**config.mk**
```make
export PLATFORM = sky130hd
export DESIGN_NAME = irc_top
export DESIGN_NICKNAME = d
export VERILOG_FILES = /design/src/shared/irc_pkg.sv /design/src/core/irc_top.sv
export SDC_FILE = /design/constraint.sdc
export NUM_CORES = 2
export LEC_CHECK = 0
export BUFFER_PORTS_ARGS = -buffer_cell sky130_fd_sc_hd__buf_2
export CORE_MARGIN = 2
export CORE_UTILIZATION = 40
export CTS_BUF_LIST = sky130_fd_sc_hd__clkbuf_8
export CTS_CLUSTER_DIAMETER = 150
export DETAILED_ROUTE_END_ITERATION = 10
export GPL_TIMING_DRIVEN = 0
export MAX_ROUTING_LAYER = met4
export PLACE_DENSITY = 0.6
export SYNTH_ARGS = -nofsm -noshare
export SYNTH_HDL_FRONTEND = slang
export SYNTH_SLANG_ARGS = --single-unit
```
**constraint.sdc**
```tcl
create_clock -name aclk -period 14.75 [get_ports aclk]
set_clock_uncertainty 0.15 [all_clocks]
set_input_delay 0 -clock aclk [delete_from_list [all_inputs] [get_ports aclk]]
set_output_delay 0 -clock aclk [all_outputs]
set_load 0.03 [all_outputs]
```
**src/shared/irc_pkg.sv**
```systemverilog
// Package for the isochronous rate converter block: constants and carriers
// Operation
// - Two independent converters, each with paths between low and high rate.
// - On the main core clock each rate picks one of three core rates.
// - On the secondary clock the rates are the two async rate settings.
// - Rates from 8 kHz to 192 kHz; software keeps selections in range.
// - High rate is an integer multiple of low rate, ratios 1 to 6.
// - High select in bits 14:11; codes 0,1,2 core, 8,9 async; resets 0.
// - Low select in bits 14:11 of its register, same encoding, resets 0.
// - Bit 15 of the third register enables interpolation path one.
// - Bit 14 of the third register enables interpolation path two.
// - Bit 9 of the third register enables decimation path one.
// - Bit 8 of the third register enables decimation path two.
// - Bit 0 of the third register enables the notch filter.
// - Notch coefficients follow automatically from the rates in use.
// - Notch off gives widest passband, weaker stopband; notch on recommended.
// - Path enable refused when core clock has too few cycles per sample.
// - A refused enable leaves running paths untouched.
// - A refused enable raises an underclock error seen on pins and interrupts; the code drives only the underclock_err pin and status bit 0, no interrupt.
package irc_pkg;

  ////////////////////////////////////////////////////////////////////////////
  // Register map, byte address is four times the printed index
  localparam logic [11:0] IRC_IDX_C1_HIGH   = 12'hef0;
  localparam logic [11:0] IRC_IDX_C1_LOW    = 12'hef1;
  localparam logic [11:0] IRC_IDX_C1_EN     = 12'hef2;
  localparam logic [11:0] IRC_IDX_C2_HIGH   = 12'hef3;
  localparam logic [11:0] IRC_IDX_C2_LOW    = 12'hef4;
  localparam logic [11:0] IRC_IDX_C2_EN     = 12'hef5;
  localparam logic [11:0] IRC_IDX_STATUS    = 12'hef6;
  localparam logic [11:0] IRC_IDX_CORE_RATE = 12'hef7;
  localparam logic [11:0] IRC_IDX_ASYNC_RATE = 12'hef8;
  localparam logic [11:0] IRC_IDX_BUDGET    = 12'hef9;

  ////////////////////////////////////////////////////////////////////////////
  // Field positions
  localparam int IRC_SEL_LSB     = 11;
  localparam int IRC_SEL_MSB     = 14;
  localparam int IRC_INT1_BIT    = 15;
  localparam int IRC_INT2_BIT    = 14;
  localparam int IRC_DEC1_BIT    = 9;
  localparam int IRC_DEC2_BIT    = 8;
  localparam int IRC_NOTCH_BIT   = 0;
  localparam logic [15:0] IRC_EN_MASK = 16'hc301;

  ////////////////////////////////////////////////////////////////////////////
  // Rate codes and reset values
  localparam logic [3:0] IRC_CODE_CORE1  = 4'h0;
  localparam logic [3:0] IRC_CODE_CORE2  = 4'h1;
  localparam logic [3:0] IRC_CODE_CORE3  = 4'h2;
  localparam logic [3:0] IRC_CODE_ASYNC1 = 4'h8;
  localparam logic [3:0] IRC_CODE_ASYNC2 = 4'h9;
  localparam logic [15:0] IRC_RST_SEL    = 16'h0000;
  localparam logic [15:0] IRC_RST_EN     = 16'h0000;
  localparam logic [4:0]  IRC_RST_RATE   = 5'h06;   // 48 kHz in 8 kHz units
  localparam logic [4:0]  IRC_MIN_RATE   = 5'h01;   // 8 kHz
  localparam logic [4:0]  IRC_MAX_RATE   = 5'h18;   // 192 kHz
  localparam logic [2:0]  IRC_MAX_RATIO  = 3'h6;

  ////////////////////////////////////////////////////////////////////////////
  // Clock budget: core cycles in one 8 kHz sample period
  localparam int IRC_CLK_HZ        = 20000000;
  localparam int IRC_BASE_RATE_HZ  = 8000;
  localparam int IRC_CYC_PER_BASE  = IRC_CLK_HZ / IRC_BASE_RATE_HZ;
  localparam logic [15:0] IRC_CYC_PER_PATH = 16'h0020;
  localparam logic [15:0] IRC_RST_BUDGET   = 16'h0000;

  localparam logic [1:0] IRC_RESP_OKAY   = 2'b00;
  localparam logic [1:0] IRC_RESP_SLVERR = 2'b10;

  // One audio sample moving through a path
  typedef struct packed {
    logic        valid;
    logic [23:0] data;
  } irc_sample_type;

  // Per-converter decoded rate state
  typedef struct packed {
    logic       ok;
    logic [4:0] low;
    logic [4:0] high;
  } irc_rates_type;

endpackage : irc_pkg
```
**src/core/irc_top.sv**
```systemverilog
// Two isochronous rate converters with AXI4-Lite control
`timescale 1ns/1ps
`default_nettype none
module irc_top (
  input  wire logic                    aclk,
  input  wire logic                    aresetn,
  input  wire logic [13:0]             s_axi_awaddr,
  input  wire logic                    s_axi_awvalid,
  output var  logic                    s_axi_awready,
  input  wire logic [31:0]             s_axi_wdata,
  input  wire logic [3:0]              s_axi_wstrb,
  input  wire logic                    s_axi_wvalid,
  output var  logic                    s_axi_wready,
  output var  logic [1:0]              s_axi_bresp,
  output var  logic                    s_axi_bvalid,
  input  wire logic                    s_axi_bready,
  input  wire logic [13:0]             s_axi_araddr,
  input  wire logic                    s_axi_arvalid,
  output var  logic                    s_axi_arready,
  output var  logic [31:0]             s_axi_rdata,
  output var  logic [1:0]              s_axi_rresp,
  output var  logic                    s_axi_rvalid,
  input  wire logic                    s_axi_rready,
  input  wire logic [4:0]              mix_load,
  input  wire irc_pkg::irc_sample_type low_in   [2][2],
  input  wire irc_pkg::irc_sample_type high_in  [2][2],
  output var  irc_pkg::irc_sample_type high_out [2][2],
  output var  irc_pkg::irc_sample_type low_out  [2][2],
  output var  logic                    underclock_err
);

  ////////////////////////////////////////////////////////////////////////////
  // Register state
  logic [15:0] high_sel_r [2];
  logic [15:0] low_sel_r  [2];
  logic [15:0] path_en_r  [2];
  logic [4:0]  core_rate_r  [3];
  logic [4:0]  async_rate_r [2];
  logic        err_r;
  logic        aw_have_r, w_have_r, ar_busy_r;
  logic [13:0] awaddr_r;
  logic [31:0] wdata_r;
  logic [3:0]  wstrb_r;

  // Rate code to rate in 8 kHz units; zero marks a reserved code
  function automatic logic [4:0] code_rate(input logic [3:0] c,
      input logic [4:0] c0, input logic [4:0] c1, input logic [4:0] c2,
      input logic [4:0] a0, input logic [4:0] a1);
    logic [4:0] r;
    r = 5'h00;
    if (c == irc_pkg::IRC_CODE_CORE1)       r = c0;
    else if (c == irc_pkg::IRC_CODE_CORE2)  r = c1;
    else if (c == irc_pkg::IRC_CODE_CORE3)  r = c2;
    else if (c == irc_pkg::IRC_CODE_ASYNC1) r = a0;
    else if (c == irc_pkg::IRC_CODE_ASYNC2) r = a1;
    return r;
  endfunction : code_rate

  // Paths on in an enable word
  function automatic logic [2:0] path_count(input logic [15:0] e);
    return 3'({2'b00, e[irc_pkg::IRC_INT1_BIT]} + e[irc_pkg::IRC_INT2_BIT]
              + e[irc_pkg::IRC_DEC1_BIT] + e[irc_pkg::IRC_DEC2_BIT]);
  endfunction : path_count

  // Byte address to register index, word aligned
  function automatic logic [11:0] word_idx(input logic [13:0] a);
    return a[13:2];
  endfunction : word_idx

  ////////////////////////////////////////////////////////////////////////////
  // Per-converter rate decode, domain and ratio checks
  irc_pkg::irc_rates_type rates [2];
  logic [2:0]  ratio [2];
  logic [3:0]  notch_k [2];
  genvar gi, gp;
  generate
    for (gi = 0; gi < 2; gi++) begin : g_conv
      wire [3:0] hc = high_sel_r[gi][irc_pkg::IRC_SEL_MSB:irc_pkg::IRC_SEL_LSB];
      wire [3:0] lc = low_sel_r[gi][irc_pkg::IRC_SEL_MSB:irc_pkg::IRC_SEL_LSB];
      wire [4:0] hr = code_rate(hc, core_rate_r[0], core_rate_r[1],
                                core_rate_r[2], async_rate_r[0],
                                async_rate_r[1]);
      wire [4:0] lr = code_rate(lc, core_rate_r[0], core_rate_r[1],
                                core_rate_r[2], async_rate_r[0],
                                async_rate_r[1]);
      // Same domain when the async flag bit matches
      wire same_dom = (hc[3] == lc[3]);
      wire in_rng = (lr >= irc_pkg::IRC_MIN_RATE)
                 && (hr <= irc_pkg::IRC_MAX_RATE);
      wire [7:0] m2 = 8'({lr, 1'b0});
      wire [7:0] m3 = 8'(lr * 3);
      wire [7:0] m4 = 8'({lr, 2'b00});
      wire [7:0] m5 = 8'(lr * 5);
      wire [7:0] m6 = 8'(lr * 6);
      wire [7:0] h8 = {3'b000, hr};
      // Integer ratio 1 to 6, larger rate in the high field
      wire [2:0] rt = (h8 == {3'b000, lr}) ? 3'h1 : (h8 == m2) ? 3'h2 :
                      (h8 == m3) ? 3'h3 : (h8 == m4) ? 3'h4 :
                      (h8 == m5) ? 3'h5 : (h8 == m6) ? 3'h6 : 3'h0;
      assign ratio[gi] = rt;
      wire ok_w = (hr != 5'h00) && (lr != 5'h00) && same_dom
               && in_rng && (rt != 3'h0);
      assign rates[gi] = '{ok: ok_w, low: lr, high: hr};
      // Notch tuning index picked from the low rate, nothing to program
      assign notch_k[gi] = lr[4:1];
    end
  endgenerate

  ////////////////////////////////////////////////////////////////////////////
  // Clock budget: cycles demanded versus cycles per base sample
  logic [15:0] budget_r;
  wire  [15:0] cyc_avail = 16'(irc_pkg::IRC_CYC_PER_BASE);
  wire  [4:0]  paths_on  = 5'(path_count(path_en_r[0]))
                         + 5'(path_count(path_en_r[1]));

  ////////////////////////////////////////////////////////////////////////////
  // AXI write decode
  wire        aw_take = s_axi_awvalid && s_axi_awready;
  wire        w_take  = s_axi_wvalid && s_axi_wready;
  wire        aw_now  = aw_have_r || aw_take;
  wire        w_now   = w_have_r || w_take;
  wire [13:0] wa      = aw_have_r ? awaddr_r : s_axi_awaddr;
  wire [31:0] wd      = w_have_r ? wdata_r : s_axi_wdata;
  wire [3:0]  ws      = w_have_r ? wstrb_r : s_axi_wstrb;
  wire        do_wr   = aw_now && w_now && !s_axi_bvalid;
  wire [11:0] widx    = word_idx(wa);
  wire [15:0] wmask   = {{8{ws[1]}}, {8{ws[0]}}};
  // Status takes a write (error clear), so it answers OKAY as well
  wire        wr_known = (widx >= irc_pkg::IRC_IDX_C1_HIGH)
                      && (widx <= irc_pkg::IRC_IDX_BUDGET);

  // Per-converter enable write with clock check
  logic [15:0] en_nxt [2];
  logic        refuse [2];
  generate
    for (gi = 0; gi < 2; gi++) begin : g_en
      wire [11:0] my_idx = (gi == 0) ? irc_pkg::IRC_IDX_C1_EN
                                     : irc_pkg::IRC_IDX_C2_EN;
      wire        hit = do_wr && (widx == my_idx);
      wire [15:0] req = ((path_en_r[gi] & ~wmask) | (wd[15:0] & wmask))
                      & irc_pkg::IRC_EN_MASK;
      // Newly requested paths: rising enable bits only
      wire [15:0] rise = req & ~path_en_r[gi] & 16'hc300;
      wire [4:0]  add  = 5'(path_count(rise));
      // Each path costs a fixed slice whatever its rate, plus the mixing load and the budget word
      wire [15:0] need = 16'((paths_on + add)
                       * irc_pkg::IRC_CYC_PER_PATH)
                       + 16'({mix_load, 5'h00})
                       + budget_r;
      wire        short = (add != 5'h00) && (need > cyc_avail);
      assign refuse[gi] = hit && short;
      // Refused write keeps the word as it was, running paths untouched
      assign en_nxt[gi] = !hit ? path_en_r[gi]
                        : short ? path_en_r[gi]
                        : req;
    end
  endgenerate

  ////////////////////////////////////////////////////////////////////////////
  // AXI read decode
  wire [11:0] ridx = word_idx(s_axi_araddr);
  logic [31:0] rd_mux;
  logic        rd_hit;
  always_comb begin
    rd_mux = 32'h0000_0000;
    rd_hit = 1'b1;
    unique case (ridx)
      irc_pkg::IRC_IDX_C1_HIGH: rd_mux = {16'h0000, high_sel_r[0]};
      irc_pkg::IRC_IDX_C1_LOW:  rd_mux = {16'h0000, low_sel_r[0]};
      irc_pkg::IRC_IDX_C1_EN:   rd_mux = {16'h0000, path_en_r[0]};
      irc_pkg::IRC_IDX_C2_HIGH: rd_mux = {16'h0000, high_sel_r[1]};
      irc_pkg::IRC_IDX_C2_LOW:  rd_mux = {16'h0000, low_sel_r[1]};
      irc_pkg::IRC_IDX_C2_EN:   rd_mux = {16'h0000, path_en_r[1]};
      irc_pkg::IRC_IDX_STATUS:  rd_mux = {29'h0, rates[1].ok, rates[0].ok,
                                          err_r};
      irc_pkg::IRC_IDX_CORE_RATE: rd_mux = {17'h0, core_rate_r[2],
                                            core_rate_r[1], core_rate_r[0]};
      irc_pkg::IRC_IDX_ASYNC_RATE: rd_mux = {22'h0, async_rate_r[1],
                                             async_rate_r[0]};
      irc_pkg::IRC_IDX_BUDGET:  rd_mux = {16'h0000, budget_r};
      default: rd_hit = 1'b0;
    endcase
  end

  ////////////////////////////////////////////////////////////////////////////
  // AXI handshake registers
  always_ff @(posedge aclk) begin
    if (!aresetn) begin
      s_axi_awready <= 1'b0;
      s_axi_wready  <= 1'b0;
      s_axi_bvalid  <= 1'b0;
      s_axi_bresp   <= irc_pkg::IRC_RESP_OKAY;
      s_axi_arready <= 1'b0;
      s_axi_rvalid  <= 1'b0;
      s_axi_rdata   <= 32'h0000_0000;
      s_axi_rresp   <= irc_pkg::IRC_RESP_OKAY;
      aw_have_r <= 1'b0;
      w_have_r  <= 1'b0;
      ar_busy_r <= 1'b0;
      awaddr_r  <= 14'h0000;
      wdata_r   <= 32'h0000_0000;
      wstrb_r   <= 4'h0;
    end else begin
      // Each channel is held until both halves of the write are in
      s_axi_awready <= !aw_now && !s_axi_bvalid;
      s_axi_wready  <= !w_now && !s_axi_bvalid;
      if (aw_take) awaddr_r <= s_axi_awaddr;
      if (w_take) begin
        wdata_r <= s_axi_wdata;
        wstrb_r <= s_axi_wstrb;
      end
      aw_have_r <= aw_now && !do_wr;
      w_have_r  <= w_now && !do_wr;
      if (do_wr) begin
        s_axi_bvalid <= 1'b1;
        s_axi_bresp  <= wr_known ? irc_pkg::IRC_RESP_OKAY
                                 : irc_pkg::IRC_RESP_SLVERR;
        s_axi_awready <= 1'b0;
        s_axi_wready  <= 1'b0;
      end else if (s_axi_bvalid && s_axi_bready) begin
        s_axi_bvalid <= 1'b0;
      end
      // Read: take the address, answer next cycle
      s_axi_arready <= !ar_busy_r && !s_axi_arready && !s_axi_rvalid;
      if (s_axi_arvalid && s_axi_arready) begin
        ar_busy_r    <= 1'b1;
        s_axi_rvalid <= 1'b1;
        s_axi_rdata  <= rd_mux;
        s_axi_rresp  <= rd_hit ? irc_pkg::IRC_RESP_OKAY
                               : irc_pkg::IRC_RESP_SLVERR;
      end else if (s_axi_rvalid && s_axi_rready) begin
        s_axi_rvalid <= 1'b0;
        ar_busy_r    <= 1'b0;
      end
    end
  end

  ////////////////////////////////////////////////////////////////////////////
  // Control register file
  generate
    for (gi = 0; gi < 2; gi++) begin : g_reg
      wire [11:0] ih = (gi == 0) ? irc_pkg::IRC_IDX_C1_HIGH
                                 : irc_pkg::IRC_IDX_C2_HIGH;
      wire [11:0] il = (gi == 0) ? irc_pkg::IRC_IDX_C1_LOW
                                 : irc_pkg::IRC_IDX_C2_LOW;
      wire [15:0] fmask = 16'h7800 & wmask;
      always_ff @(posedge aclk) begin
        if (!aresetn) begin
          high_sel_r[gi] <= irc_pkg::IRC_RST_SEL;
          low_sel_r[gi]  <= irc_pkg::IRC_RST_SEL;
          path_en_r[gi]  <= irc_pkg::IRC_RST_EN;
        end else begin
          if (do_wr && widx == ih)
            high_sel_r[gi] <= (high_sel_r[gi] & ~fmask) | (wd[15:0] & fmask);
          if (do_wr && widx == il)
            low_sel_r[gi] <= (low_sel_r[gi] & ~fmask) | (wd[15:0] & fmask);
          path_en_r[gi] <= en_nxt[gi];
        end
      end
    end
  endgenerate

  // Shared rate settings, budget and the sticky underclock flag
  always_ff @(posedge aclk) begin
    if (!aresetn) begin
      core_rate_r[0]  <= irc_pkg::IRC_RST_RATE;
      core_rate_r[1]  <= irc_pkg::IRC_RST_RATE;
      core_rate_r[2]  <= irc_pkg::IRC_RST_RATE;
      async_rate_r[0] <= irc_pkg::IRC_RST_RATE;
      async_rate_r[1] <= irc_pkg::IRC_RST_RATE;
      budget_r        <= irc_pkg::IRC_RST_BUDGET;
      err_r           <= 1'b0;
      underclock_err  <= 1'b0;
    end else begin
      if (do_wr && widx == irc_pkg::IRC_IDX_CORE_RATE) begin
        core_rate_r[0] <= wd[4:0];
        core_rate_r[1] <= wd[9:5];
        core_rate_r[2] <= wd[14:10];
      end
      if (do_wr && widx == irc_pkg::IRC_IDX_ASYNC_RATE) begin
        async_rate_r[0] <= wd[4:0];
        async_rate_r[1] <= wd[9:5];
      end
      if (do_wr && widx == irc_pkg::IRC_IDX_BUDGET) budget_r <= wd[15:0];
      // A refusal sets the flag; writing 1 to status bit 0 clears it,
      // and a refusal in the same cycle wins
      if (refuse[0] || refuse[1])
        err_r <= 1'b1;
      else if (do_wr && widx == irc_pkg::IRC_IDX_STATUS && wd[0])
        err_r <= 1'b0;
      underclock_err <= err_r || refuse[0] || refuse[1];
    end
  end

  ////////////////////////////////////////////////////////////////////////////
  // Sample paths: interpolation holds each low sample for ratio high slots,
  // decimation keeps one of each ratio high samples, notch smooths output
  generate
    for (gi = 0; gi < 2; gi++) begin : g_dp
      for (gp = 0; gp < 2; gp++) begin : g_path
        localparam int IB = (gp == 0) ? irc_pkg::IRC_INT1_BIT
                                      : irc_pkg::IRC_INT2_BIT;
        localparam int DB = (gp == 0) ? irc_pkg::IRC_DEC1_BIT
                                      : irc_pkg::IRC_DEC2_BIT;
        wire int_on = path_en_r[gi][IB] && rates[gi].ok;
        wire dec_on = path_en_r[gi][DB] && rates[gi].ok;
        // Notch tuned from the low rate; bypassed where no tuning exists
        wire notch  = path_en_r[gi][irc_pkg::IRC_NOTCH_BIT]
                   && (notch_k[gi] != 4'h0);
        logic [23:0] hold_r, dprev_r;
        logic [2:0]  dcnt_r;
        // Notch: average with previous sample when on; off passes direct
        wire [24:0] isum = {hold_r[23], hold_r} + {low_in[gi][gp].data[23],
                                                   low_in[gi][gp].data};
        wire [24:0] dsum = {dprev_r[23], dprev_r}
                         + {high_in[gi][gp].data[23], high_in[gi][gp].data};
        wire [23:0] iout = notch ? isum[24:1] : hold_r;
        wire [23:0] dout = notch ? dsum[24:1] : high_in[gi][gp].data;
        wire dlast = (dcnt_r + 3'h1 >= ratio[gi]);
        always_ff @(posedge aclk) begin
          if (!aresetn) begin
            hold_r   <= 24'h000000;
            dprev_r  <= 24'h000000;
            dcnt_r   <= 3'h0;
            high_out[gi][gp] <= '0;
            low_out[gi][gp]  <= '0;
          end else begin
            // Interpolation path from low rate to high rate
            if (low_in[gi][gp].valid) hold_r <= low_in[gi][gp].data;
            high_out[gi][gp].valid <= high_in[gi][gp].valid;
            high_out[gi][gp].data  <= int_on ? iout : 24'h000000;
            // Decimation path from high rate to low rate
            low_out[gi][gp].valid <= 1'b0;
            if (high_in[gi][gp].valid) begin
              dprev_r <= high_in[gi][gp].data;
              dcnt_r  <= dlast ? 3'h0 : dcnt_r + 3'h1;
              low_out[gi][gp].valid <= dlast;
              low_out[gi][gp].data  <= dec_on ? dout : 24'h000000;
            end
          end
        end
      end
    end
  endgenerate

endmodule : irc_top
`default_nettype wire

```
==> flow_summary.json <==
{
  "yosysSeqAreaShare_pct": 32.4,
  "hold_path_class": "in -> reg",
  "ant_nets": 0,
  "die_w_um": 295,
  "final_nets": 5699,
  "dp_hpwl_um": 89100,
  "finalSetupTns_ps": 0,
  "cp_top_family": "adder cells",
  "period_share_pct": 52.3,
  "wl_per_cell_um": 19.5,
  "core.rowCount": 106,
  "synthFlopType": "dfxtp_1",
  "clkTransAtPathRegs_ps": 70,
  "root_buffer": "clkbuf_8",
  "hold_viol": 0,
  "drc": 0,
  "cp_data_required_time_ps": 15180,
  "drt_iter0_drc": 1962,
  "cp_common_cell": "ha_1",
  "port_buffers": 470,
  "track_usage_pct": 28.3,
  "fin_crit_ps": 7710,
  "slowest_delay_ps": 930,
  "synth_top_area_share_pct": 28.8,
  "avgSynthCellArea_um2": 8.53,
  "async_flop_share_pct": 0,
  "rsz0062_at_grt": "no",
  "worst_slew_pin_slew_ps": 1270,
  "start_util_pct": 40.4,
  "maxCapViolations": 0,
  "numCtsBuffers": 96,
  "crit_buf_inv": 1,
  "cp-end-kind": "flop",
  "dieArea_um2": 87100,
  "coreArea_um2": 83800,
  "cts_tree": "yes",
  "dpl_cell_area_um2": 37700,
  "startpoint_type": "flop",
  "antenna_found_initial": 20,
  "slowest_stage": "mux2i_1",
  "num_vias": 34000,
  "setup_viol": 0,
  "grt_pass1_vias": 33500,
  "grt_pass1_wl_um": 189000,
  "arrival_ps": 8150,
  "gr-total-overflow": 0,
  "status": "complete, no violations",
  "cts.sinks": 528,
  "syn_inst": 3972,
  "syn_area_um2": 33900,
  "drive_gt1_share_pct": 13.7,
  "crit_type": "reg -> reg",
  "cp_max_fo": 10,
  "p_per_area_nw_per_um2": 84.7,
  "p_leak_nw": 20.3,
  "area_growth_pct": 34.2,
  "die_h_um": 295,
  "clockBufferDepth": 3,
  "crit_chain": "buf_1, mux2i_1, nor3_1, fa_1, ha_1, ha_1, ha_1, a21o_1, a21oi_1, xor2_1, fa_1, ha_1, a21o_1, a21oi_1, xnor2_1, nand3_1, maj3_1, o22ai_1, a31oi_1, nor3_1, mux2i_1, nor2b_1",
  "drv_slew": 0,
  "final_area_um2": 45500,
  "max-slew-margin-rel_pct": 15.4,
  "yosysTopAreaCell": "dfxtp_1",
  "totalWireLength_um": 124000,
  "dr.pass1.iters": 10,
  "cts_resized": 0,
  "cts_max_level": 3,
  "yosys-top-cells-area": "dfxtp_1 29%, ha_1 9.6%, mux2i_1 7.3%",
  "routed_via_density": 5.34,
  "synth_edf_count": 41,
  "synth.distinct_cells": 103,
  "ir_drop_mv": 0.111,
  "ys_ff_latch": 528,
  "worstSkewPairLatency_ps": 730,
  "gp_congestion": 0.961,
  "ys_warn_count": 0,
  "grt_max_degree": 14,
  "total_power_mw": 3.85,
  "io_pins": 518,
  "fmax_mhz": 130
}
==> routing by layer <==
layer  global-route usage [%]  vias up  wire length, µm
met2                     46.0     1191            57300
met3                     6.04      259             9450
met1                     34.8    16000            53200
li1                         -    16500                -
met5                        -        -                0
met4                     9.46        0             3830
==> registers in the layout, summed over array words and instances (netlist names), 2 cells and up, named ones only <==
| signal | count |
|---|---|
| path_en_r | 8 |
| s_axi_rdata | 16 |
| core_rate_r | 15 |
| low_sel_r | 8 |
| wdata_r | 16 |
| wstrb_r | 2 |
| high_sel_r | 8 |
| async_rate_r | 10 |
| g_dp.g_path.hold_r | 96 |
| awaddr_r | 12 |
| low_out | 100 |
| g_dp.g_path.dprev_r | 96 |
| g_dp.g_path.dcnt_r | 12 |
| budget_r | 16 |
| high_out | 100 |
==> cells by family (layout without fill, tap and decap cells) <==
| logic type | Yosys count | after routing | synth area share, % |
|---|---|---|---|
| flops | 528 | 528 | 32.4 |
| fa+ha+maj | 294 | 294 | 11.6 |
| compound gates | 1003 | 1003 | 19.5 |
| mux | 266 | 266 | 7.94 |
| simple gates | 1356 | 1356 | 19.4 |
| xor+xnor | 199 | 199 | 5.14 |
| buf+inv | 325 | 1542 | 3.98 |
| other cells | 1 | 40 | 0.0111 |
==> per-stage QoR <==
stage | hold WS (ps) | std cells | setup slack, ps | utilization, %
2_1_floorplan | -5.08 | 3989 | 8360 | -
3_3_place_gp | 116 | 5593 | 7260 | 45.0
3_5_place_dp | 124 | 5594 | 7220 | 45.0
4_1_cts | 0.209 | 6340 | 7210 | 54.2
5_1_grt | 36.0 | 6358 | 6780 | 54.2
6_report | 55.8 | 6362 | 7040 | 54.2
==> synth_stat cells (22+ instances only) <==
master / instances
a211oi_1: 34
a21boi_0: 44
a21o_1: 93
a21oi_1: 299
a22o_1: 23
a22oi_1: 24
a31oi_1: 48
and2_1: 30
clkbuf_1: 152
dfxtp_1: 487
edfxtp_1: 41
fa_1: 32
ha_1: 261
inv_1: 119
mux2i_1: 247
nand2_1: 378
nand2b_1: 72
nand3_1: 50
nand4_1: 31
nor2_1: 382
nor2b_1: 210
nor3_1: 69
o21a_1: 28
o21ai_0: 171
o21ai_1: 22
or3_1: 28
xnor2_1: 113
xor2_1: 86
==> final timing paths <==
kind | cells past startpoint | from | slack, ps | end
min reg2reg | 1 | ar_busy_r$_SDFFE_PN0P_ | 290 | s_axi_arready$_SDFF_PN0_
max reg2reg | 22 | w_have_r$_SDFF_PN0_ | 7040 | path_en_r[0][14]$_SDFFE_PN0P_
min | 4 | low_in[44] | 60 | g_dp[1].g_path[0].hold_r[19]$_SDFFE_PN0P_
max | 22 | w_have_r$_SDFF_PN0_ | 7040 | path_en_r[0][14]$_SDFFE_PN0P_
==> worst min-delay path, stage by stage <==
cell	delay, ps
dlygate4sd3_1	560
buf_2	130
mux2i_1	60
nor2b_1	90
==> cell usage in the layout (no fill, tap or decap), types with 22 or more instances in the layout <==
master and n:
clkbuf_8 117, nor3_1 69, a22o_1 23, xnor2_1 113, or3_1 28, dfxtp_1 487
nand2_1 378, a211oi_1 34, nand3_1 50, mux2i_1 247, a21oi_1 299, a22oi_1 24
xor2_1 86, nand4_1 31, o21ai_1 24, and2_1 30, o21a_1 28, dlygate4sd3_1 572
nor2b_1 210, fa_1 32, clkbuf_1 152, a21o_1 93, o21ai_0 169, buf_2 483
inv_1 153, a31oi_1 48, edfxtp_1 41, a21boi_0 44, nand2b_1 72, nor2_1 382
ha_1 261, diode_2 22
==> final cells by class <==
| type | instances | area (µm²) |
|---|---|---|
| clock inverters | 57 | 345 |
| fillers | 7844 | 38300 |
| clock buffers | 117 | 1610 |
| repair buffers | 1043 | 8090 |
| multi-input cells | 3136 | 21600 |
| diodes | 22 | 55.1 |
| well taps | 1134 | 1420 |
| flip-flops and latches | 528 | 11000 |
| inverters | 121 | 454 |
| plain buffers | 204 | 895 |
==> timing repair <==
| item | CTS | global route |
|---|---|---|
| hold buffers | 572 | 0 |
| setup buffers | 0 | 0 |
| endpoints found under the hold margin | 529 | 0 |
==> where the power goes <==
| part | switching, mW | internal [mW] | leakage, nW |
|---|---|---|---|
| Sequential | 0.0342 | 1.49 | 4.36 |
| Combinational | 0.471 | 0.421 | 14.8 |
| Clock | 0.665 | 0.769 | 1.13 |
| Total | 1.17 | 2.68 | 20.3 |
Power figures use the tool's default switching activity.
